## src/verilog/dscg_defines.svh

```systemverilog
`ifndef DSCG_DEFINES_SVH
`define DSCG_DEFINES_SVH

// ----------------------------------------------------------------
// register offsets
// ----------------------------------------------------------------
`define DSCG_SYS_BASE 32'h400F_E000
`define DSCG_RUN_CFG_OFF 12'h060
`define DSCG_RUN_GATE_OFF 12'h100
`define DSCG_SLEEP_GATE_OFF 12'h110
`define DSCG_DEEP_GATE_OFF 12'h120
`define DSCG_STATUS_OFF 12'h130
`define DSCG_MASK_OFF 12'h134

// ----------------------------------------------------------------
// field positions and reset values
// ----------------------------------------------------------------
`define DSCG_BIT_PWM 20
`define DSCG_BIT_ADC0 16
`define DSCG_BIT_HIBERNATION 6
`define DSCG_BIT_WATCHDOG 3
`define DSCG_BIT_AUTO_GATE 27
`define DSCG_GATE_WMASK 32'h0011_0048
`define DSCG_GATE_RST 32'h0000_0040
`define DSCG_CFG_RST 32'h0000_0000
`define DSCG_RESP_OKAY 2'h0
`define DSCG_RESP_SLVERR 2'h2

`endif

```

## src/verilog/dscg_pkg.sv

```systemverilog
`default_nettype none

package dscg_pkg;

  // ----------------------------------------------------------------
  // types
  // ----------------------------------------------------------------
  typedef enum logic [1:0] {
    DSCG_RUN = 2'h0,
    DSCG_SLEEP = 2'h1,
    DSCG_DEEP = 2'h3
  } dscg_mode_t;

  typedef struct packed {
    logic pwm;
    logic adc0;
    logic hibernation;
    logic watchdog;
  } dscg_units_t;

  typedef struct packed {
    dscg_units_t req;
    dscg_units_t en;
  } dscg_sync_state_t;

  typedef struct packed {
    logic awready;
    logic wready;
    logic bvalid;
    logic [1:0] bresp;
    logic arready;
    logic rvalid;
    logic [1:0] rresp;
    logic [31:0] rdata;
    logic aw_got;
    logic w_got;
    logic [11:0] awaddr;
    logic [31:0] wdata;
    logic [3:0] wstrb;
    logic [31:0] run_clock_config;
    logic [31:0] run_clock_gate_0;
    logic [31:0] sleep_clock_gate_0;
    logic [31:0] deep_sleep_clock_gate_0;
    logic [31:0] status;
    logic [31:0] mask;
    dscg_mode_t mode;
    logic periph_fault;
    logic periph_done;
    logic irq;
  } dscg_state_t;

endpackage

`default_nettype wire

```

## src/verilog/dscg_gate_sync.sv

```systemverilog
`timescale 1ns/100ps
`default_nettype none

module dscg_gate_sync (
  input wire logic aclk,
  input wire logic aresetn,
  input wire dscg_pkg::dscg_units_t req_en,
  output dscg_pkg::dscg_units_t clk_en
);

  // ----------------------------------------------------------------
  // state
  // ----------------------------------------------------------------
  localparam dscg_pkg::dscg_sync_state_t RST = '{
    req: '{pwm: 1'b0, adc0: 1'b0, hibernation: 1'b1, watchdog: 1'b0},
    en: '{pwm: 1'b0, adc0: 1'b0, hibernation: 1'b1, watchdog: 1'b0}
  };

  dscg_pkg::dscg_sync_state_t q;
  dscg_pkg::dscg_sync_state_t next_q;

  // ----------------------------------------------------------------
  // enable only moves once the request held steady for one edge,
  // so a mode switch and a register write in adjacent cycles cannot
  // produce a one-cycle runt enable
  // ----------------------------------------------------------------
  always_comb begin
    next_q = q;
    next_q.req = req_en;
    if (req_en == q.req) begin
      next_q.en = q.req;
    end
  end

  always_ff @(posedge aclk) begin
    if (!aresetn) begin
      q <= RST;
    end else begin
      q <= next_q;
    end
  end

  assign clk_en = q.en;

endmodule // dscg_gate_sync

`default_nettype wire

```

## src/verilog/dscg_top.sv

```systemverilog
// Summary of operation
// - each writable gating bit is the clock enable of one unit
// - access to a unit whose clock is gated off answers with a fault
// - deep-sleep gating register resets to 0x00000040, hibernation on
// - run, sleep and deep-sleep copies; deep copy applies in deep-sleep
// - sleep and deep copies used only when auto gating select is set
// - bit 20 gates the pwm unit, read-write, resets to zero
// - bit 16 gates converter unit 0, read-write, resets to zero
// - bit 6 gates the hibernation unit, read-write, resets to one
// - bit 3 gates the watchdog unit, read-write, resets to zero
// - all other bits read-only and read as zero
// - deep-sleep gating register decodes at offset 0x120
`include "dscg_defines.svh"
`timescale 1ns/100ps
`default_nettype none

module dscg_top #(
  parameter int ADDR_W = 12
) (
  input wire logic aclk,
  input wire logic aresetn,
  input wire logic [ADDR_W-1:0] s_axi_awaddr,
  input wire logic s_axi_awvalid,
  output logic s_axi_awready,
  input wire logic [31:0] s_axi_wdata,
  input wire logic [3:0] s_axi_wstrb,
  input wire logic s_axi_wvalid,
  output logic s_axi_wready,
  output logic [1:0] s_axi_bresp,
  output logic s_axi_bvalid,
  input wire logic s_axi_bready,
  input wire logic [ADDR_W-1:0] s_axi_araddr,
  input wire logic s_axi_arvalid,
  output logic s_axi_arready,
  output logic [31:0] s_axi_rdata,
  output logic [1:0] s_axi_rresp,
  output logic s_axi_rvalid,
  input wire logic s_axi_rready,
  input wire logic sleep_req,
  input wire logic deep_sleep_req,
  input wire logic periph_req,
  input wire dscg_pkg::dscg_units_t periph_sel,
  output logic periph_fault,
  output logic periph_done,
  output dscg_pkg::dscg_units_t unit_clk_en,
  output logic [1:0] power_mode,
  output logic irq
);

  // ----------------------------------------------------------------
  // helpers
  // ----------------------------------------------------------------
  function automatic dscg_pkg::dscg_units_t reg_to_units(
    input logic [31:0] r
  );
    dscg_pkg::dscg_units_t u;
    u.pwm = r[`DSCG_BIT_PWM];
    u.adc0 = r[`DSCG_BIT_ADC0];
    u.hibernation = r[`DSCG_BIT_HIBERNATION];
    u.watchdog = r[`DSCG_BIT_WATCHDOG];
    return u;
  endfunction

  function automatic logic [31:0] units_to_reg(
    input dscg_pkg::dscg_units_t u
  );
    logic [31:0] r;
    r = 32'h0000_0000;
    r[`DSCG_BIT_PWM] = u.pwm;
    r[`DSCG_BIT_ADC0] = u.adc0;
    r[`DSCG_BIT_HIBERNATION] = u.hibernation;
    r[`DSCG_BIT_WATCHDOG] = u.watchdog;
    return r;
  endfunction

  function automatic logic [31:0] strb_merge(
    input logic [31:0] old,
    input logic [31:0] wd,
    input logic [3:0] strb
  );
    logic [31:0] r;
    r = old;
    for (int i = 0; i < 4; i++) begin
      if (strb[i]) begin
        r[i*8 +: 8] = wd[i*8 +: 8];
      end
    end
    return r;
  endfunction

  function automatic logic [31:0] strb_bits(
    input logic [31:0] wd,
    input logic [3:0] strb
  );
    logic [31:0] r;
    r = 32'h0000_0000;
    for (int i = 0; i < 4; i++) begin
      if (strb[i]) begin
        r[i*8 +: 8] = wd[i*8 +: 8];
      end
    end
    return r;
  endfunction

  function automatic logic addr_known(input logic [11:0] a);
    case (a)
      `DSCG_RUN_CFG_OFF,
      `DSCG_RUN_GATE_OFF,
      `DSCG_SLEEP_GATE_OFF,
      `DSCG_DEEP_GATE_OFF,
      `DSCG_STATUS_OFF,
      `DSCG_MASK_OFF: addr_known = 1'b1;
      default: addr_known = 1'b0;
    endcase
  endfunction

  // ----------------------------------------------------------------
  // state
  // ----------------------------------------------------------------
  localparam logic [31:0] CFG_WMASK = 32'h0000_0001 << `DSCG_BIT_AUTO_GATE;

  localparam dscg_pkg::dscg_state_t RST = '{
    awready: 1'b0,
    wready: 1'b0,
    bvalid: 1'b0,
    bresp: `DSCG_RESP_OKAY,
    arready: 1'b0,
    rvalid: 1'b0,
    rresp: `DSCG_RESP_OKAY,
    rdata: 32'h0000_0000,
    aw_got: 1'b0,
    w_got: 1'b0,
    awaddr: 12'h000,
    wdata: 32'h0000_0000,
    wstrb: 4'h0,
    run_clock_config: `DSCG_CFG_RST,
    run_clock_gate_0: `DSCG_GATE_RST,
    sleep_clock_gate_0: `DSCG_GATE_RST,
    deep_sleep_clock_gate_0: `DSCG_GATE_RST,
    status: 32'h0000_0000,
    mask: 32'h0000_0000,
    mode: dscg_pkg::DSCG_RUN,
    periph_fault: 1'b0,
    periph_done: 1'b0,
    irq: 1'b0
  };

  dscg_pkg::dscg_state_t q;
  dscg_pkg::dscg_state_t next_q;
  dscg_pkg::dscg_units_t sel_en;
  dscg_pkg::dscg_units_t gate_en;
  logic [11:0] araddr;
  logic [11:0] wr_addr;
  logic auto_gate;

  assign araddr = 12'(s_axi_araddr);
  assign auto_gate = q.run_clock_config[`DSCG_BIT_AUTO_GATE];

  // ----------------------------------------------------------------
  // gate selection by power mode
  // ----------------------------------------------------------------
  always_comb begin
    sel_en = reg_to_units(q.run_clock_gate_0);
    if (auto_gate) begin
      case (q.mode)
        dscg_pkg::DSCG_SLEEP: begin
          sel_en = reg_to_units(q.sleep_clock_gate_0);
        end
        dscg_pkg::DSCG_DEEP: begin
          sel_en = reg_to_units(q.deep_sleep_clock_gate_0);
        end
        default: begin
          sel_en = reg_to_units(q.run_clock_gate_0);
        end
      endcase
    end
  end

  // registered enables feed both the units and the fault check
  dscg_gate_sync dscg_gate_sync_i (
    .aclk(aclk),
    .aresetn(aresetn),
    .req_en(sel_en),
    .clk_en(gate_en)
  );

  // ----------------------------------------------------------------
  // next state
  // ----------------------------------------------------------------
  always_comb begin
    logic [31:0] wbits;
    logic [31:0] fault_set;
    logic do_write;
    wbits = 32'h0000_0000;
    fault_set = 32'h0000_0000;
    do_write = 1'b0;
    wr_addr = q.awaddr;
    next_q = q;

    // power mode, held in step with the core's requests
    case (q.mode)
      dscg_pkg::DSCG_RUN: begin
        if (sleep_req) begin
          next_q.mode = dscg_pkg::DSCG_SLEEP;
        end
      end
      dscg_pkg::DSCG_SLEEP: begin
        if (!sleep_req) begin
          next_q.mode = dscg_pkg::DSCG_RUN;
        end else if (deep_sleep_req) begin
          next_q.mode = dscg_pkg::DSCG_DEEP;
        end
      end
      dscg_pkg::DSCG_DEEP: begin
        if (!sleep_req || !deep_sleep_req) begin
          next_q.mode = dscg_pkg::DSCG_SLEEP;
        end
      end
      default: begin
        next_q.mode = dscg_pkg::DSCG_RUN;
      end
    endcase

    // unit access check against the enables in force
    next_q.periph_fault = 1'b0;
    next_q.periph_done = 1'b0;
    if (periph_req) begin
      if ((periph_sel & ~gate_en) != 4'h0) begin
        next_q.periph_fault = 1'b1;
        fault_set = units_to_reg(periph_sel & ~gate_en);
      end else begin
        next_q.periph_done = 1'b1;
      end
    end

    // write address and data, taken in either order
    if (s_axi_awvalid && q.awready) begin
      next_q.aw_got = 1'b1;
      next_q.awaddr = 12'(s_axi_awaddr);
    end
    if (s_axi_wvalid && q.wready) begin
      next_q.w_got = 1'b1;
      next_q.wdata = s_axi_wdata;
      next_q.wstrb = s_axi_wstrb;
    end
    if (q.aw_got && q.w_got && !q.bvalid) begin
      do_write = addr_known(wr_addr);
      wbits = strb_bits(q.wdata, q.wstrb);
      next_q.aw_got = 1'b0;
      next_q.w_got = 1'b0;
      next_q.bvalid = 1'b1;
      next_q.bresp = do_write ? `DSCG_RESP_OKAY : `DSCG_RESP_SLVERR;
    end
    if (q.bvalid && s_axi_bready) begin
      next_q.bvalid = 1'b0;
    end

    if (do_write) begin
      case (wr_addr)
        `DSCG_RUN_CFG_OFF: begin
          next_q.run_clock_config =
            strb_merge(q.run_clock_config, q.wdata, q.wstrb) & CFG_WMASK;
        end
        `DSCG_RUN_GATE_OFF: begin
          next_q.run_clock_gate_0 =
            strb_merge(q.run_clock_gate_0, q.wdata, q.wstrb)
            & `DSCG_GATE_WMASK;
        end
        `DSCG_SLEEP_GATE_OFF: begin
          next_q.sleep_clock_gate_0 =
            strb_merge(q.sleep_clock_gate_0, q.wdata, q.wstrb)
            & `DSCG_GATE_WMASK;
        end
        `DSCG_DEEP_GATE_OFF: begin
          next_q.deep_sleep_clock_gate_0 =
            strb_merge(q.deep_sleep_clock_gate_0, q.wdata, q.wstrb)
            & `DSCG_GATE_WMASK;
        end
        `DSCG_MASK_OFF: begin
          next_q.mask =
            strb_merge(q.mask, q.wdata, q.wstrb) & `DSCG_GATE_WMASK;
        end
        default: begin
          next_q.mask = q.mask;
        end
      endcase
    end

    // sticky faults: a new fault wins over a write-one clear
    if (do_write && wr_addr == `DSCG_STATUS_OFF) begin
      next_q.status = q.status & ~wbits;
    end
    next_q.status = (next_q.status | fault_set) & `DSCG_GATE_WMASK;
    next_q.irq = (next_q.status & next_q.mask) != 32'h0000_0000;

    // read channel, one outstanding
    if (s_axi_arvalid && q.arready) begin
      next_q.rvalid = 1'b1;
      next_q.rresp = `DSCG_RESP_OKAY;
      case (araddr)
        `DSCG_RUN_CFG_OFF: next_q.rdata = q.run_clock_config;
        `DSCG_RUN_GATE_OFF: next_q.rdata = q.run_clock_gate_0;
        `DSCG_SLEEP_GATE_OFF: next_q.rdata = q.sleep_clock_gate_0;
        `DSCG_DEEP_GATE_OFF: next_q.rdata = q.deep_sleep_clock_gate_0;
        `DSCG_STATUS_OFF: next_q.rdata = q.status;
        `DSCG_MASK_OFF: next_q.rdata = q.mask;
        default: begin
          next_q.rdata = 32'h0000_0000;
          next_q.rresp = `DSCG_RESP_SLVERR;
        end
      endcase
    end else if (q.rvalid && s_axi_rready) begin
      next_q.rvalid = 1'b0;
    end

    // readies are registered; they drop while an answer is pending
    next_q.awready = !next_q.aw_got && !next_q.bvalid;
    next_q.wready = !next_q.w_got && !next_q.bvalid;
    next_q.arready = !next_q.rvalid;
  end

  always_ff @(posedge aclk) begin
    if (!aresetn) begin
      q <= RST;
    end else begin
      q <= next_q;
    end
  end

  // ----------------------------------------------------------------
  // outputs
  // ----------------------------------------------------------------
  assign s_axi_awready = q.awready;
  assign s_axi_wready = q.wready;
  assign s_axi_bvalid = q.bvalid;
  assign s_axi_bresp = q.bresp;
  assign s_axi_arready = q.arready;
  assign s_axi_rvalid = q.rvalid;
  assign s_axi_rresp = q.rresp;
  assign s_axi_rdata = q.rdata;
  assign periph_fault = q.periph_fault;
  assign periph_done = q.periph_done;
  assign unit_clk_en = gate_en;
  assign power_mode = q.mode;
  assign irq = q.irq;

endmodule // dscg_top

`default_nettype wire

```

## config.mk

```make
export PLATFORM = sky130hd
export DESIGN_NAME = dscg_top
export DESIGN_NICKNAME = d
export VERILOG_FILES = /design/src/verilog/dscg_pkg.sv /design/src/verilog/dscg_gate_sync.sv /design/src/verilog/dscg_top.sv
export VERILOG_INCLUDE_DIRS = /design/src /design/src/verilog
export SDC_FILE = /design/constraint.sdc
export NUM_CORES = 1
export LEC_CHECK = 0
export BUFFER_PORTS_ARGS = -buffer_cell sky130_fd_sc_hd__buf_2
export CAP_MARGIN = 20
export CORE_MARGIN = 5
export CORE_UTILIZATION = 30
export CTS_BUF_LIST = sky130_fd_sc_hd__clkbuf_8
export CTS_CLUSTER_DIAMETER = 150
export DETAILED_ROUTE_END_ITERATION = 16
export HOLD_SLACK_MARGIN = 0.05
export PLACE_DENSITY = 0.56
export SLEW_MARGIN = 20
export SYNTH_ARGS = -nofsm -noshare
export SYNTH_HDL_FRONTEND = slang
export SYNTH_SLANG_ARGS = --single-unit
```

## constraint.sdc

```tcl
create_clock -name aclk -period 6.45 [get_ports aclk]
set_clock_uncertainty 0.15 [all_clocks]
set_input_delay 1.29 -clock aclk [delete_from_list [all_inputs] [get_ports aclk]]
set_output_delay 1.29 -clock aclk [all_outputs]
set_load 0.005 [all_outputs]
```

# [Yosys cells after proc, flatten, opt, wreduce, memory -nomap -nowiden]
# Cells that the tools add are included.
# Widths: inputs -> output; s select.
[totals] register_bits=149 latchBits=0 ram_bits=0 rom_bits=0 elab_cells=123 n_memories=0
[classes] n_addsub=0 n_mul=0 n_div=0 magnitude_cmp=0 n_eq_ne=18 shift=0 mux=33 bitwise=6 n_reduce_logical=32
[ops] op="$pmux 32 s6" n=1
[ops] op="$eq 12x9->1 const B" n=10
[ops] op="$mux 21" n=4
[ops] op="$mux 32" n=2
[ops] op="$and 21x32->32" n=1
[ops] op="$reduce_bool 32->1" n=1
[ops] op="$eq 12x7->1 const B" n=2
[ops] op="$reduce_and 3->1" n=8
[ops] op="$and 21x21->21" n=1
[ops] op="$not 21->21" n=1
[ops] op="$or 21x21->21" n=1
[ops] op="$mux 8" n=2
[ops] op="$mux 2" n=7
[ops] op="$reduce_or 6->1" n=2
[ops] op="$logic_and 1x1->1" n=10
[ops] op="$mux 1" n=10
[ops] op="$mux 5" n=2
[ops] op="$pmux 4 s2" n=1
[ops] op="$logic_not 1->1" n=7
[ops] op="$mux 7" n=1
[ops] op="$pmux 2 s3" n=1
[ops] op="$and 4x4->4" n=1
[ops] op="$eq 4x4->1" n=1
[ops] op="$mux 4" n=1
[ops] op="10 further kinds" n=11

# [Logic depth before layout (Yosys ltp)]
[depth] ltp_word=10 ltp_mapped=7 mapped_depth_nobuf=7

# [By module]
# A second synthesis with hierarchy kept.
[unflattened] cells_unflattened=408 area_unflattened_um2=3472.1
[modules_own_cells] mod="dscg_top" n_inst=1 cells_each=374 area_each_um2=3119.2 seq_area_each_um2=1201.2
[modules_own_cells] mod="dscg_gate_sync" n_inst=1 cells_each=34 area_each_um2=352.8 seq_area_each_um2=160.2

# [Least setup slack after synthesis]
# Ideal clock, no wire load.
[synth_timing] path_kind="input -> register" start="input port s_axi_araddr[1]" end="register q, in the netlist s_axi_rdata[20]" setup_time_ns=0.074 arrival_time_ns=2.529 slack_ns=3.696 cell_stages=5 cell_sequence="nor3_1 nand4_1 nor3b_1 a221oi_1 o21ai_0"
[synth_via] elab_chain_cells=2
[synth_lines] element="start, declared" line="dscg_top.sv:32" source="input wire logic [ADDR_W-1:0] s_axi_araddr,"
[synth_lines] element="$eq 12x9->1 or $eq 12x7->1 (tied branches)" line="dscg_top.sv:300" source="case (araddr)"
[synth_lines] element="$pmux 32 s6 (*)" line="dscg_top.sv:300"
[synth_lines] element="end signal, assigned" line="dscg_top.sv:326" source="q <= next_q;"
[synth_lines] element="end, declared" line="dscg_top.sv:148" source="dscg_pkg::dscg_state_t q;"
# Mark *: on every way between the ends. The rest lies on a longest branch, timed or not.
# A chain may end at the register's enable or synchronous reset.

# [Worst setup path in the final report]
[layout_timing] start="input port s_axi_araddr[1]" end="register q, in the netlist s_axi_rdata[16]"
# The elaborated chain is that of the path after synthesis.

==> impl_summary.txt <==
----------------------------------------------------
[Clock network]
  Number of buffers inserted for hold repair after clock tree synthesis ... 0
  Setup fix buffers added after clock tree synthesis ... 0
  CTS sink cnt ... between 60 and 70
  H-tree levels ... 3
  Clock latency at the later pin of the worst-skew pair ... 0.35 ns
  Number of buffers created by CTS ... 9
  CTS max path bufs ... 2
  CTS tree ... yes
  Clock input transition at the sequential cells of the worst setup and hold paths ... 0.07 ns
  Post-cts sizing count ... 0
  CTS Root Cell ... sky130_fd_sc_hd__clkbuf_8

[Floorplanning]
  Row cnt ... 39
  Die width ... 117 um
  Top Ports ... 124
  Die footprint ... between 10,000 and 15,000 um^2
  Core region area ... 11,300 um^2
  Effective utilization at floorplan ... between 30% and 40%
  Die H ... roughly 120 um

[Synthesis]
  Register bit count reported by yosys ... just under 70
  Dominant register cell in the synthesized netlist ... sky130_fd_sc_hd__dfxtp_1
  Warnings from Yosys ... 0
  Post-synthesis area per instance ... 8.45 um^2
  Number of flops mapped to enable cells by yosys ... 0
  Synthesized cell area ... 3440 um^2
  Distinct cell type count after synthesis ... 55
  Proportion of register bits with asynchronous set or reset after synthesis ... 0%
  Sequential share of the synthesized area ... 39.6%
  Number of instances in the synthesized netlist ... 407

[Min path]
  Class of the tightest hold or removal check ... flop to flop
  Depth of the worst hold-timing path ... 2
  Hold_sp ... q[197]$_SDFFE_PN0P_
  Hold worst-path end ... q[197]$_SDFFE_PN0P_

[Power and ir drop]
  Max VDD drop ... 0.0000978 V
  Switching portion of total power ... 23.9%
  Sequential share of power ... 46.8%
  Clock network fraction of design power ... a little over two fifths
  Reported net switching power ... 0.000228 W
  Part of the total power dissipated in combinational logic ... a little under a tenth
  Overall Power ... 0.000952 W
  Static leakage ... between 1.5 and 2 nW
  Internal ... between 0.0007 and 0.0008 W
  Power density over the cells ... about 240 nW/um^2

[STA]
  Setup ws final ... ~3.5 ns
  Final setup fails ... 0
  Post-route minimum period ... 2.92 ns
  Worst hold slack ... 0.304 ns
  Worst rel slew slack ... 51.7%
  Portion of the clock cycle consumed by the worst path in the final layout ... 45.3%
  Achievable clock frequency ... roughly 0.34 GHz
  Setup TNS ... 0 ns
  Number of failing hold endpoints at the final stage ... 0
  Number of pins with negative max-slew slack in the final report ... 0
  Setup repair after global routing missed its margin ... false
  Worst Tran Pin Value ... 0.718 ns

[Global route]
  Layer carrying the most global-route usage ... met2
  Maximum number of pins on one net before global-route repair ... 47
  Total congestion overflow ... 0
  Met3 usage in global routing ... around 3.1%
  Met1 usage ... 15.0%
  Wire length of the first global-routing pass ... 12,900 um
  Met2 Use GR ... 20.1%
  Antenna violations before repair ... 0
  Via count of the first global-routing pass ... 2,756
  GR Util All Layers ... 12.1%

[Drt]
  Total detailed-routing wirelength ... 8150 um
  Mean routed wirelength per cell ... 13.5 um
  Number of vias per cell after detailed routing ... 4.70
  Initial drt markers ... 150
  Number of remaining DRC errors ... 0
  Vias ... 2,835
  Number of nets still failing antenna checks after routing ... 0
  Pre-Repair DR Iteration Count ... 4

[Critical path]
  Cells on worst reg2reg path ... 5
  Setup Crit Path Kind ... primary input to flop
  Worst Setup End Kind ... flop
  Arrival time at the worst endpoint ... 3.04 ns
  Highest-delay cell along the critical path ... sky130_fd_sc_hd__nor3_1
  Reg-to-reg slack, setup ... 4.08 ns
  Worst r2r dst ... irq$_SDFF_PN0_
  Biggest cell delay along the critical path ... 0.51 ns
  Cells traversed along the worst timing path ... buf_2 > nor3_1 > nand4_1 > nor3b_1 > a221oi_1 > o21ai_0
  Startpoint kind of the worst setup timing path ... primary input
  Critical path's top delay family ... simple AND/OR/NAND/NOR gates
  Startpoint of the most critical register-to-register path ... wr_addr[0]$_SDFFE_PN0P_
  Data required, critical path ... 6.57 ns
  Maximum fanout along the worst path ... 5
  Buffer and inverter count on the worst path ... 1

[Finish]
  Antenna diode instance count ... 0
  Final cell utilization of the core ... 34.6%
  Synthesis-to-finish area growth ... 13.9%
  Number of nets in the layout ... around 530
  Share of cells above drive strength 1 ... 19.6%

[Place]
  Weighted congestion reported at the end of routability-driven placement ... about 0.75
  Worst-case setup slack after placement ... 3.19 ns
  Count of buffers inserted at the top-level ports ... 66
  HPWL after detailed placement ... 6260 um

[Status]
  Outcome ... completed

[Job]
  Max-cap violations ... 0

----------------------------------------------------
==> final cells by class <==
| type | instances | area [um^2] |
|---|---|---|
| inverters | 12 | 45.0 |
| flip-flops and latches | 68 | 1360 |
| multi-input cells | 297 | 1750 |
| repair buffers | 67 | 338 |
| clock inverters | 7 | 116 |
| clock buffers | 9 | 124 |
| fillers | 1187 | 7400 |
| well taps | 143 | 179 |
==> Yosys cell counts, types with 3 or more instances <==
master	number	share of area, %
sky130_fd_sc_hd__a21oi_1	29	4.2
sky130_fd_sc_hd__a221oi_1	4	1.0
sky130_fd_sc_hd__a22o_1	5	1.3
sky130_fd_sc_hd__a31oi_1	5	0.91
sky130_fd_sc_hd__a41oi_1	3	0.76
sky130_fd_sc_hd__and2_1	7	1.3
sky130_fd_sc_hd__and3_1	5	0.91
sky130_fd_sc_hd__buf_4	42	9.2
sky130_fd_sc_hd__clkbuf_1	12	1.3
sky130_fd_sc_hd__dfxtp_1	68	40
sky130_fd_sc_hd__ha_1	4	1.5
sky130_fd_sc_hd__inv_1	11	1.2
sky130_fd_sc_hd__mux2i_1	23	6.7
sky130_fd_sc_hd__nand2_1	65	7.1
sky130_fd_sc_hd__nand2b_1	3	0.55
sky130_fd_sc_hd__nand3_1	4	0.58
sky130_fd_sc_hd__nand4_1	3	0.55
sky130_fd_sc_hd__nand4b_1	4	1.0
sky130_fd_sc_hd__nor2_1	33	3.6
sky130_fd_sc_hd__nor2b_1	6	1.1
sky130_fd_sc_hd__nor3_1	9	1.3
sky130_fd_sc_hd__o21a_1	4	0.87
sky130_fd_sc_hd__o21ai_0	12	1.7
sky130_fd_sc_hd__o22ai_1	4	0.73
sky130_fd_sc_hd__xnor2_1	4	1.0
==> routing by layer <==
layer	share of wire (%)	vias up	wire length [um]
li1	-	1441	-
met1	44	1284	3580
met2	47	91	3850
met3	6.9	19	565
met4	1.9	0	154
met5	0	-	0
==> registers in the layout, indices dropped and copies added, names as in the netlist, 2 cells and up <==
register	flops
q	30
wr_addr	12
s_axi_rdata	5
dscg_gate_sync_i.clk_en	4
dscg_gate_sync_i.q	4
power_mode	2
==> cell usage in the layout, fill, tap and decap left out, types with 3 or more instances in the layout <==
cell type                   instances
sky130_fd_sc_hd__nand3_1            4
sky130_fd_sc_hd__conb_1            29
sky130_fd_sc_hd__o22ai_1            4
sky130_fd_sc_hd__ha_1               4
sky130_fd_sc_hd__xnor2_1            4
sky130_fd_sc_hd__a22o_1             5
sky130_fd_sc_hd__a21oi_1           29
sky130_fd_sc_hd__clkbuf_8           9
sky130_fd_sc_hd__a41oi_1            3
sky130_fd_sc_hd__a221oi_1           4
sky130_fd_sc_hd__nand4_1            3
sky130_fd_sc_hd__o21ai_0           12
sky130_fd_sc_hd__nand2_1           65
sky130_fd_sc_hd__buf_2             66
sky130_fd_sc_hd__and3_1             5
sky130_fd_sc_hd__nor2_1            33
sky130_fd_sc_hd__bufinv_16          3
sky130_fd_sc_hd__dfxtp_1           68
sky130_fd_sc_hd__nor3_1             9
sky130_fd_sc_hd__inv_1             12
sky130_fd_sc_hd__a31oi_1            5
sky130_fd_sc_hd__and2_1             7
sky130_fd_sc_hd__mux2i_1           23
sky130_fd_sc_hd__nor2b_1            6
sky130_fd_sc_hd__o21a_1             4
sky130_fd_sc_hd__nand2b_1           3
sky130_fd_sc_hd__nand4b_1           4
==> logic make-up after synthesis <==
kind of cell             share of synthesized area, %
other                                           0.109
AND/OR/NAND/NOR                                  24.1
flip-flops                                       39.6
adder cells (fa/ha/maj)                          1.46
buffers and inverters                            12.5
XOR/XNOR                                         1.02
AO/OA/AOI/OAI                                    14.6
multiplexers                                     6.69
==> how the worst max path moves through the flow <==
| stage | start | depth (start not counted) | endpoint | slack [ns] |
|---|---|---|---|---|
| floorplan | s_axi_araddr[1] | 5 | s_axi_rdata[20]$_SDFFE_PN0P_ | 3.70 |
| global placement | s_axi_araddr[1] | 6 | s_axi_rdata[3]$_SDFFE_PN0P_ | 3.30 |
| detailed placement | s_axi_araddr[1] | 6 | s_axi_rdata[16]$_SDFFE_PN0P_ | 3.19 |
| CTS | s_axi_araddr[1] | 6 | s_axi_rdata[16]$_SDFFE_PN0P_ | 3.58 |
| global route | s_axi_araddr[1] | 6 | s_axi_rdata[3]$_SDFFE_PN0P_ | 3.31 |
| finish | s_axi_araddr[1] | 6 | s_axi_rdata[16]$_SDFFE_PN0P_ | 3.53 |
==> tightest hold or removal path, cell delays in order, from the launching register on <==
cell and delay [ns]:
sky130_fd_sc_hd__dfxtp_1 0.31, sky130_fd_sc_hd__nand2_1 0.05, sky130_fd_sc_hd__a21oi_1 0.05
==> power by group through the flow <==
| stage | Combinational [W] | Sequential [W] | Clock, W |
|---|---|---|---|
| 2_1_floorplan | 0.0000734 | 0.000452 | 0 |
| 3_3_place_gp | 0.0000868 | 0.000455 | 0 |
| 3_5_place_dp | 0.0000893 | 0.000455 | 0 |
| 4_1_cts | 0.0000896 | 0.000445 | 0.000432 |
| 5_1_grt | 0.000102 | 0.000448 | 0.000450 |
| 6_report | 0.0000889 | 0.000446 | 0.000418 |
==> per-stage QoR <==
stage                     cells  cell area [um^2]
final                       603              3920
after global routing        603              3920
after CTS                   603              3920
after detailed placement    587              3680
after global placement      587              3680
after floorplan             435              3540
Note: power is estimated with default switching activity, not from simulation.
